===== src/rtl/cbt_pkg.sv =====
// shared constants and types for the can bit timing and acceptance block
package cbt_pkg;

  // system clock rate; one time quantum is one prescaled clock period
  localparam int unsigned SYS_CLK_HZ   = 50_000_000;

  // register indices; the wishbone byte address is four times the index
  localparam logic [5:0]  IDX_TX_CTRL  = 6'h30;
  localparam logic [5:0]  IDX_BTC1     = 6'h31;
  localparam logic [5:0]  IDX_BTC2     = 6'h32;
  localparam logic [5:0]  IDX_CODE_SH  = 6'h33;
  localparam logic [5:0]  IDX_CODE_SL  = 6'h34;
  localparam logic [5:0]  IDX_CODE_EH  = 6'h35;
  localparam logic [5:0]  IDX_CODE_EM  = 6'h36;
  localparam logic [5:0]  IDX_CODE_EL  = 6'h37;
  localparam logic [5:0]  IDX_MASK_SH  = 6'h38;
  localparam logic [5:0]  IDX_MASK_SL  = 6'h39;
  localparam logic [5:0]  IDX_MASK_EH  = 6'h3a;
  localparam logic [5:0]  IDX_MASK_EM  = 6'h3b;
  localparam logic [5:0]  IDX_MASK_EL  = 6'h3c;
  localparam logic [5:0]  IDX_RX_CTRL  = 6'h3d;
  localparam logic [5:0]  IDX_TX_ABORT = 6'h3e;
  localparam logic [5:0]  IDX_STATUS   = 6'h3f;
  localparam int          REG_COUNT    = 15;

  // reset values
  localparam logic [7:0]  RST_TX_CTRL  = 8'h02;
  localparam logic [7:0]  RST_ZERO     = 8'h00;

  // field positions
  localparam int          PRESC_LSB    = 0;
  localparam int          PROP_LSB     = 4;
  localparam int          PH1_LSB      = 0;
  localparam int          PH2_LSB      = 3;
  localparam int          SLEEP_BIT    = 0;

  // implemented bits per register, unused bits read zero
  localparam logic [7:0]  WM_BTC1      = 8'h7f;
  localparam logic [7:0]  WM_BTC2      = 8'h3f;
  localparam logic [7:0]  WM_ID_HIGH   = 8'h1f;
  localparam logic [7:0]  WM_ID_LOW    = 8'hfc;
  localparam logic [7:0]  WM_EXT_HIGH  = 8'h0f;
  localparam logic [7:0]  WM_FULL      = 8'hff;

  typedef enum logic [1:0] {SEG_SYNC, SEG_PROP, SEG_PH1, SEG_PH2} cbt_seg_t;

  typedef struct packed {
    logic [3:0] presc;
    logic [2:0] prop;
    logic [2:0] ph1;
    logic [2:0] ph2;
  } cbt_timing_t;

  typedef struct packed {
    logic        ext;
    logic [10:0] std_id;
    logic [17:0] ext_id;
  } cbt_id_t;

  typedef struct packed {
    logic [2:0] zero;
    logic       accept;
    logic       ext;
    cbt_seg_t   seg;
    logic       sleep;
  } cbt_status_t;

endpackage


===== src/rtl/cbt_bit_timer.sv =====
// prescaler and bit time segment sequencer
module cbt_bit_timer
  import cbt_pkg::*;
(
  input  wire logic  clk,
  input  wire logic  rst_b,
  input  cbt_timing_t cfg,
  input  wire logic  run,
  output logic       tq_tick_q,
  output logic       bit_start_q,
  output logic       sample_pt_q,
  output cbt_seg_t   seg_q
);

  logic [3:0] pre_q;
  logic [3:0] pre_d;
  logic [2:0] tq_q;
  logic [2:0] tq_d;
  cbt_seg_t   seg_d;

  // programmed length minus one; sync is always a single quantum
  function automatic logic [2:0] seg_len(input cbt_seg_t s, input cbt_timing_t c);
    unique case (s)
      SEG_SYNC: seg_len = 3'h0;
      SEG_PROP: seg_len = c.prop;
      SEG_PH1:  seg_len = c.ph1;
      SEG_PH2:  seg_len = c.ph2;
    endcase
  endfunction

  function automatic cbt_seg_t seg_next(input cbt_seg_t s);
    unique case (s)
      SEG_SYNC: seg_next = SEG_PROP;
      SEG_PROP: seg_next = SEG_PH1;
      SEG_PH1:  seg_next = SEG_PH2;
      SEG_PH2:  seg_next = SEG_SYNC;
    endcase
  endfunction

  // divide by presc plus one; lowering presc mid count wraps once through 15
  wire tick    = run && (pre_q == cfg.presc);
  wire seg_end = tick && (tq_q == seg_len(seg_q, cfg));
  assign pre_d = (!run || tick) ? 4'h0 : pre_q + 4'h1;
  assign tq_d  = (!run || seg_end) ? 3'h0 : (tick ? tq_q + 3'h1 : tq_q);
  assign seg_d = !run ? SEG_SYNC : (seg_end ? seg_next(seg_q) : seg_q);

  // counters, segment state and registered pulses
  always_ff @(posedge clk or negedge rst_b)
  begin
    if (!rst_b)
    begin
      pre_q       <= 4'h0;
      tq_q        <= 3'h0;
      seg_q       <= SEG_SYNC;
      tq_tick_q   <= 1'b0;
      bit_start_q <= 1'b0;
      sample_pt_q <= 1'b0;
    end
    else
    begin
      pre_q       <= pre_d;
      tq_q        <= tq_d;
      seg_q       <= seg_d;
      tq_tick_q   <= tick;
      bit_start_q <= seg_end && (seg_q == SEG_PH2);
      sample_pt_q <= seg_end && (seg_q == SEG_PH1);
    end
  end

  // helper: cycles since the last quantum tick, valid once presc held steady
  logic [4:0] gap_q;
  logic [3:0] presc_prev_q;
  logic       gap_ok_q;
  always_ff @(posedge clk or negedge rst_b)
  begin
    if (!rst_b)
    begin
      gap_q        <= 5'h00;
      presc_prev_q <= 4'h0;
      gap_ok_q     <= 1'b0;
    end
    else
    begin
      gap_q        <= tick ? 5'h00 : gap_q + {4'h0, (gap_q != 5'h1f)};
      presc_prev_q <= cfg.presc;
      gap_ok_q     <= (!run || cfg.presc != presc_prev_q) ? 1'b0 : (tick ? 1'b1 : gap_ok_q);
    end
  end
endmodule


===== src/rtl/cbt_top.sv =====
// can bit timing, prescaler and acceptance filter with wishbone registers
//
// The implementer's own choice: the Wishbone register port.
module cbt_top
  import cbt_pkg::*;
(
  input  wire logic        CLK,
  input  wire logic        RST_B,
  input  wire logic        WB_CYC_I,
  input  wire logic        WB_STB_I,
  input  wire logic        WB_WE_I,
  input  wire logic [3:0]  WB_SEL_I,
  input  wire logic [7:0]  WB_ADR_I,
  input  wire logic [31:0] WB_DAT_I,
  output logic      [31:0] WB_DAT_O,
  output logic             WB_ACK_O,
  input  wire logic        ID_VALID,
  input  cbt_id_t          ID_IN,
  output logic             ID_DONE,
  output logic             ID_ACCEPT,
  output logic             TQ_TICK,
  output logic             BIT_START,
  output logic             SAMPLE_POINT,
  output cbt_seg_t         SEGMENT
);

  logic [7:0]  regs_q [REG_COUNT];
  logic [31:0] dat_q;
  logic        ack_q;
  logic        done_q;
  logic        accept_q;
  logic        last_ext_q;

  // implemented bits of each register
  function automatic logic [7:0] wmask(input logic [5:0] idx);
    unique case (idx)
      IDX_BTC1:                 wmask = WM_BTC1;
      IDX_BTC2:                 wmask = WM_BTC2;
      IDX_CODE_SH, IDX_MASK_SH: wmask = WM_ID_HIGH;
      IDX_CODE_SL, IDX_MASK_SL: wmask = WM_ID_LOW;
      IDX_CODE_EH, IDX_MASK_EH: wmask = WM_EXT_HIGH;
      IDX_CODE_EL, IDX_MASK_EL: wmask = WM_ID_LOW;
      default:                  wmask = WM_FULL;
    endcase
  endfunction

  // reset value of each register
  function automatic logic [7:0] rst_val(input logic [5:0] idx);
    rst_val = (idx == IDX_TX_CTRL) ? RST_TX_CTRL : RST_ZERO;
  endfunction

  // a bit mismatches only where its mask bit asks for comparison
  function automatic logic id_match(input logic [17:0] id, input logic [17:0] code,
                                    input logic [17:0] mask);
    id_match = (((id ^ code) & mask) == 18'h00000);
  endfunction

  function automatic logic [5:0] idx_of(input int i);
    idx_of = IDX_TX_CTRL + 6'(i);
  endfunction

  // bus decode; the registers hold one byte each in lane zero
  wire       req      = WB_CYC_I && WB_STB_I && !ack_q;
  wire [5:0] idx      = WB_ADR_I[7:2];
  wire       in_map   = (idx >= IDX_TX_CTRL) && (idx <= IDX_TX_ABORT);
  wire       is_stat  = (idx == IDX_STATUS);
  wire [3:0] off      = 4'(idx - IDX_TX_CTRL);
  wire       sleep    = regs_q[0][SLEEP_BIT];
  // while asleep only the transmit control register may be written to wake
  wire       wr_allow = !sleep || (idx == IDX_TX_CTRL);
  wire       wr_en    = req && WB_WE_I && WB_SEL_I[0] && in_map && wr_allow;

  // timing configuration taken from the two timing registers
  cbt_timing_t cfg;
  assign cfg.presc = regs_q[1][PRESC_LSB +: 4];
  assign cfg.prop  = regs_q[1][PROP_LSB +: 3];
  assign cfg.ph1   = regs_q[2][PH1_LSB +: 3];
  assign cfg.ph2   = regs_q[2][PH2_LSB +: 3];

  // filter code and mask words gathered from the byte registers
  wire [10:0] std_code = {regs_q[3][4:0], regs_q[4][7:2]};
  wire [17:0] ext_code = {regs_q[5][3:0], regs_q[6], regs_q[7][7:2]};
  wire [10:0] std_mask = {regs_q[8][4:0], regs_q[9][7:2]};
  wire [17:0] ext_mask = {regs_q[10][3:0], regs_q[11], regs_q[12][7:2]};

  wire std_ok = id_match({7'h00, ID_IN.std_id}, {7'h00, std_code}, {7'h00, std_mask});
  wire ext_ok = id_match(ID_IN.ext_id, ext_code, ext_mask);
  // standard frames ignore the extended part of the filter
  wire accept_w = std_ok && (!ID_IN.ext || ext_ok);

  // status readback shows the block's own state
  cbt_status_t status;
  assign status.zero   = 3'h0;
  assign status.accept = accept_q;
  assign status.ext    = last_ext_q;
  assign status.seg    = SEGMENT;
  assign status.sleep  = sleep;

  wire [31:0] rd_w = in_map  ? {24'h000000, regs_q[off]} :
                     is_stat ? {24'h000000, status} : 32'h00000000;

  // register file; unused bits are never stored so they read zero
  always_ff @(posedge CLK or negedge RST_B)
  begin
    if (!RST_B)
    begin
      for (int i = 0; i < REG_COUNT; i++)
      begin
        regs_q[i] <= rst_val(idx_of(i));
      end
    end
    else
    begin
      for (int i = 0; i < REG_COUNT; i++)
      begin
        if (wr_en && off == 4'(i))
        begin
          regs_q[i] <= WB_DAT_I[7:0] & wmask(idx_of(i));
        end
      end
    end
  end

  // single-cycle wishbone answer; unmapped reads give zero, writes vanish
  always_ff @(posedge CLK or negedge RST_B)
  begin
    if (!RST_B)
    begin
      ack_q <= 1'b0;
      dat_q <= 32'h00000000;
    end
    else
    begin
      ack_q <= req;
      dat_q <= req ? rd_w : dat_q;
    end
  end

  // filter result: one-cycle done pulse, accept held until the next identifier
  always_ff @(posedge CLK or negedge RST_B)
  begin
    if (!RST_B)
    begin
      done_q     <= 1'b0;
      accept_q   <= 1'b0;
      last_ext_q <= 1'b0;
    end
    else
    begin
      done_q     <= ID_VALID;
      accept_q   <= ID_VALID ? accept_w : accept_q;
      last_ext_q <= ID_VALID ? ID_IN.ext : last_ext_q;
    end
  end

  assign WB_ACK_O  = ack_q;
  assign WB_DAT_O  = dat_q;
  assign ID_DONE   = done_q;
  assign ID_ACCEPT = accept_q;

  // the quantum clock halts while asleep so the bit timer stays in sync
  cbt_bit_timer u_timer (
    .clk         (CLK),
    .rst_b       (RST_B),
    .cfg         (cfg),
    .run         (!sleep),
    .tq_tick_q   (TQ_TICK),
    .bit_start_q (BIT_START),
    .sample_pt_q (SAMPLE_POINT),
    .seg_q       (SEGMENT)
  );
endmodule


===== config.mk =====
export PLATFORM = sky130hd
export DESIGN_NAME = cbt_top
export DESIGN_NICKNAME = d
export VERILOG_FILES = /design/src/rtl/cbt_pkg.sv /design/src/rtl/cbt_bit_timer.sv /design/src/rtl/cbt_top.sv
export SDC_FILE = /design/constraint.sdc
export NUM_CORES = 1
export LEC_CHECK = 0
export CORE_MARGIN = 2
export CORE_UTILIZATION = 33
export CTS_CLUSTER_SIZE = 25
export DETAILED_ROUTE_END_ITERATION = 10
export DONT_BUFFER_PORTS = 1
export PLACE_DENSITY = 0.48
export REMOVE_ABC_BUFFERS = 1
export SLEW_MARGIN = 20
export SYNTH_ARGS = -nofsm -noshare
export SYNTH_HDL_FRONTEND = slang
export SYNTH_SLANG_ARGS = --single-unit

===== constraint.sdc =====
create_clock -name CLK -period 2.4 [get_ports CLK]
set_input_delay 0.24 -clock CLK [delete_from_list [all_inputs] [get_ports CLK]]
set_output_delay 0.24 -clock CLK [all_outputs]
set_load 0.02 [all_outputs]

==> flow_metrics.env <==
export IMPL_violations="hold timing"
export IMPL_area_delta_synth_final_pct=17.01
export IMPL_grt_ovfl_total=0
export IMPL_clkPwrFrac_pct=47.1
export IMPL_final_cells=780
export IMPL_async_flop_share_pct=100.0
export IMPL_place_inst=735
export IMPL_worst_path_buf_inv=4
export IMPL_routed_wirelength_mm=17.59
export IMPL_cts_tree="yes"
export IMPL_power_frac_seq_pct=39.9
export IMPL_clkTransAtPathRegs_ns=0.06
export IMPL_insertion_delay_ns=0.42
export IMPL_dp_slack_ns=0.02959
export IMPL_critical_path_cell_chain="nand3b_1 -> inv_1 -> nand4_1 -> buf_4 -> nor3_2 -> buf_4 -> and3_1 -> buf_4 -> mux2_2"
export IMPL_synthMuxAreaShare_pct=25.34
export IMPL_max_freq_ghz=0.4527
export IMPL_grt_pass1_vias=4385
export IMPL_power_frac_comb_pct=13.0
export IMPL_wl_per_cell_um=22.55
export IMPL_cp_arrival_ns=2.51
export IMPL_intPower_mw=4.259
export IMPL_placed_area_mm2=0.006588
export IMPL_report_final_slew_viol_count=0
export IMPL_critPathRequiredTime_ns=2.70
export IMPL_switching_share_pct=25.91
export IMPL_ant_nets=0
export IMPL_die_y_um=142.0
export IMPL_yosysTopAreaCell="dfrtp_1"
export IMPL_cts_hold_buf=12
export IMPL_stdcell_area_mm2=0.007350
export IMPL_ys_seq_area_share_pct=47.43
export IMPL_clock_skew_ns=0.009480
export IMPL_vdd_drop_max_uv=525.4
export IMPL_tightest_slew_ns=0.6993
export IMPL_cts_root_buffer="clkbuf_16"
export IMPL_p_leak_nw=3.524
export IMPL_ys_ff_latch=119
export IMPL_viasPerCell=5.323
export IMPL_slew_headroom_pct=53.23
export IMPL_numCtsBuffers=17
export IMPL_fill_cells=1785
export IMPL_numPortBuffers=0
export IMPL_synth_most_common_cell="dfrtp_1"
export IMPL_hpwl_mm=12.32
export IMPL_status="finished, violations left"
export IMPL_cts_sinks=119
export IMPL_layout_drive_gt1_share_pct=33.76
export IMPL_power_density_mw_per_mm2=782.2
export IMPL_rsz0062_at_grt="no"
export IMPL_avgSynthCellArea_um2=12.56
export IMPL_hold_violations=119
export IMPL_crit_top_cell="buf_4"
export IMPL_netlist_area_mm2=0.006281
export IMPL_grt_first_pass_wirelength_mm=26.99
export IMPL_yosysUniqueCellTypes=53
export IMPL_start_util_pct=33.58
export IMPL_crit_path_start_kind="register"
export IMPL_drv_cap=0
export IMPL_hold_slack_ns=-0.4785
export IMPL_utilization_pct=39.29
export IMPL_yosysTopAreaCellShare_pct=47.01
export IMPL_grt_usage_pct=18.31
export IMPL_synth_xor_area_share_pct=5.299
export IMPL_nNetsFinal=618
export IMPL_synth_top_family_by_area="multiplexers"
export IMPL_yosys_warnings=0
export IMPL_drtIter0Drc=286
export IMPL_worstHoldPathType="primary input to asynchronous set/reset pin"
export IMPL_htree_levels=4
export IMPL_syn_inst=500
export IMPL_vias=4152
export IMPL_end_kind="register"
export IMPL_p_switching_mw=1.490
export IMPL_clockBufferDepth=2
export IMPL_drt_pass1_iter_count=4
export IMPL_synthAdderAreaFrac_pct=1.195
export IMPL_core_region_area_mm2=0.01871
export IMPL_die_w_um=142.0
export IMPL_rows=50
export IMPL_cpLargestDelayFamily="simple AND/OR/NAND/NOR gates"
export IMPL_antenna_found_initial=2
export IMPL_synth_compound_area_share_pct=7.749
export IMPL_cpMaxStageDelayCell="dfrtp_1"
export IMPL_total_power_mw=5.749
export IMPL_setup_tns_ns=0
export IMPL_path_class="register to register"
export IMPL_synthFlopType="dfrtp_1"
export IMPL_fin_crit_sh_pct=92.05
export IMPL_synth_edf_count=0
export IMPL_setup_ws_ns=0.1908
export IMPL_place_congestion=0.8256
export IMPL_io_pins=120
export IMPL_grt_max_degree=120
export IMPL_crit_fanout=8
export IMPL_setup_viol_count_final=0
export IMPL_critical_path_max_stage_delay_ns=0.37
export IMPL_drc=0
export IMPL_synth_area_leaders="dfrtp_1, mux2_2, mux4_2, xor2_1, buf_4"
export IMPL_dieArea_mm2=0.02015
export IMPL_finalCriticalPeriod_ns=2.209
export IMPL_yosys_area_share_simple_pct=7.570
export IMPL_synthTopCellsByCount="dfrtp_1, mux2_2, xor2_1"
[sequential cells by signal, summed over array words and instances (netlist names)]
register	cells
regs_q	46
ext_code	18
ext_mask	18
cfg	13
WB_DAT_O	8
u_timer.pre_q	4
u_timer.tq_q	3
u_timer.seg_q	2
ID_ACCEPT	1
ID_DONE	1
WB_ACK_O	1
last_ext_q	1
u_timer.bit_start_q	1
u_timer.sample_pt_q	1
u_timer.tq_tick_q	1
[per-layer routing]
metal  share of wire (%)  wire [µm]  GRT usage [%]
met3                 7.6       1333          6.225
met5                   0          0              0
met4                 1.2        216          5.000
met2                  44       7750          27.01
met1                  47       8291          25.75
[power by group through the flow]
| stage | Combinational, mW | Clock [mW] | Sequential, mW |
|---|---|---|---|
| 2_1_floorplan | 0.478 | 0 | 2.31 |
| 5_1_grt | 0.839 | 2.84 | 2.31 |
| 3_3_place_gp | 0.686 | 0 | 2.32 |
| 4_1_cts | 0.753 | 2.74 | 2.30 |
| 6_report | 0.748 | 2.71 | 2.29 |
| 3_5_place_dp | 0.704 | 0 | 2.33 |
[placed cells by master (no fill, tap or decap), types with 7 or more instances in the layout]
master / Yosys / final
dfrtp_1: 118 / 118
mux2_2: 92 / 92
xor2_1: 34 / 34
buf_4: 25 / 28
conb_1: 1 / 24
nand2_1: 22 / 21
clkbuf_16: 0 / 17
mux4_2: 14 / 14
nor2b_1: 13 / 13
a22oi_1: 13 / 13
mux2i_1: 12 / 12
dlygate4sd3_1: 0 / 12
nor2_1: 11 / 11
o21ai_0: 10 / 10
inv_1: 9 / 9
nand3_1: 9 / 9
mux2_4: 8 / 8
a21oi_1: 7 / 7
[kinds of logic (layout without fill, tap and decap cells)]
logic type	Yosys count	after routing
flip-flops	119	119
XOR/XNOR	38	38
multiplexers	126	126
buffers and inverters	60	82
AND/OR/NAND/NOR	85	85
AO/OA/AOI/OAI	65	65
other	1	25
adder cells (fa/ha/maj)	6	6
[cell type report]
class	count	area (µm²)	share of cell area, %
flip-flops and latches	119	2979	40.53
diodes	1	2.502	0.03405
well taps	234	292.8	3.984
repair buffers	41	350.3	4.767
inverters	9	33.78	0.4597
multi-input cells	344	3070	41.78
clock buffers	25	505.5	6.878
clock inverters	7	115.1	1.566
[worst paths after layout]
| path | startpoint | endpoint | slack [ns] | cells after the start |
|---|---|---|---|---|
| max | WB_ACK_O | regs_q[87] | 0.19 | 9 |
| min | RST_B | u_timer.seg_q[0] | -0.48 | 0 |
| max reg2reg | WB_ACK_O | regs_q[87] | 0.19 | 9 |
| min reg2reg | regs_q[14] | regs_q[14] | 0.51 | 1 |
| max in group asynchronous | RST_B | regs_q[113] | 2.62 | 0 |
| min in group CLK | WB_ADR_I[4] | WB_DAT_O[7] | 0.08 | 2 |
[timing repair]
action,in CTS,in global routing
setup buffers,0,0
endpoints found under the setup margin,0,46
resized for setup,0,4
hold endpoints to repair,218,119
No activity file was read; power rests on OpenSTA's default activity.
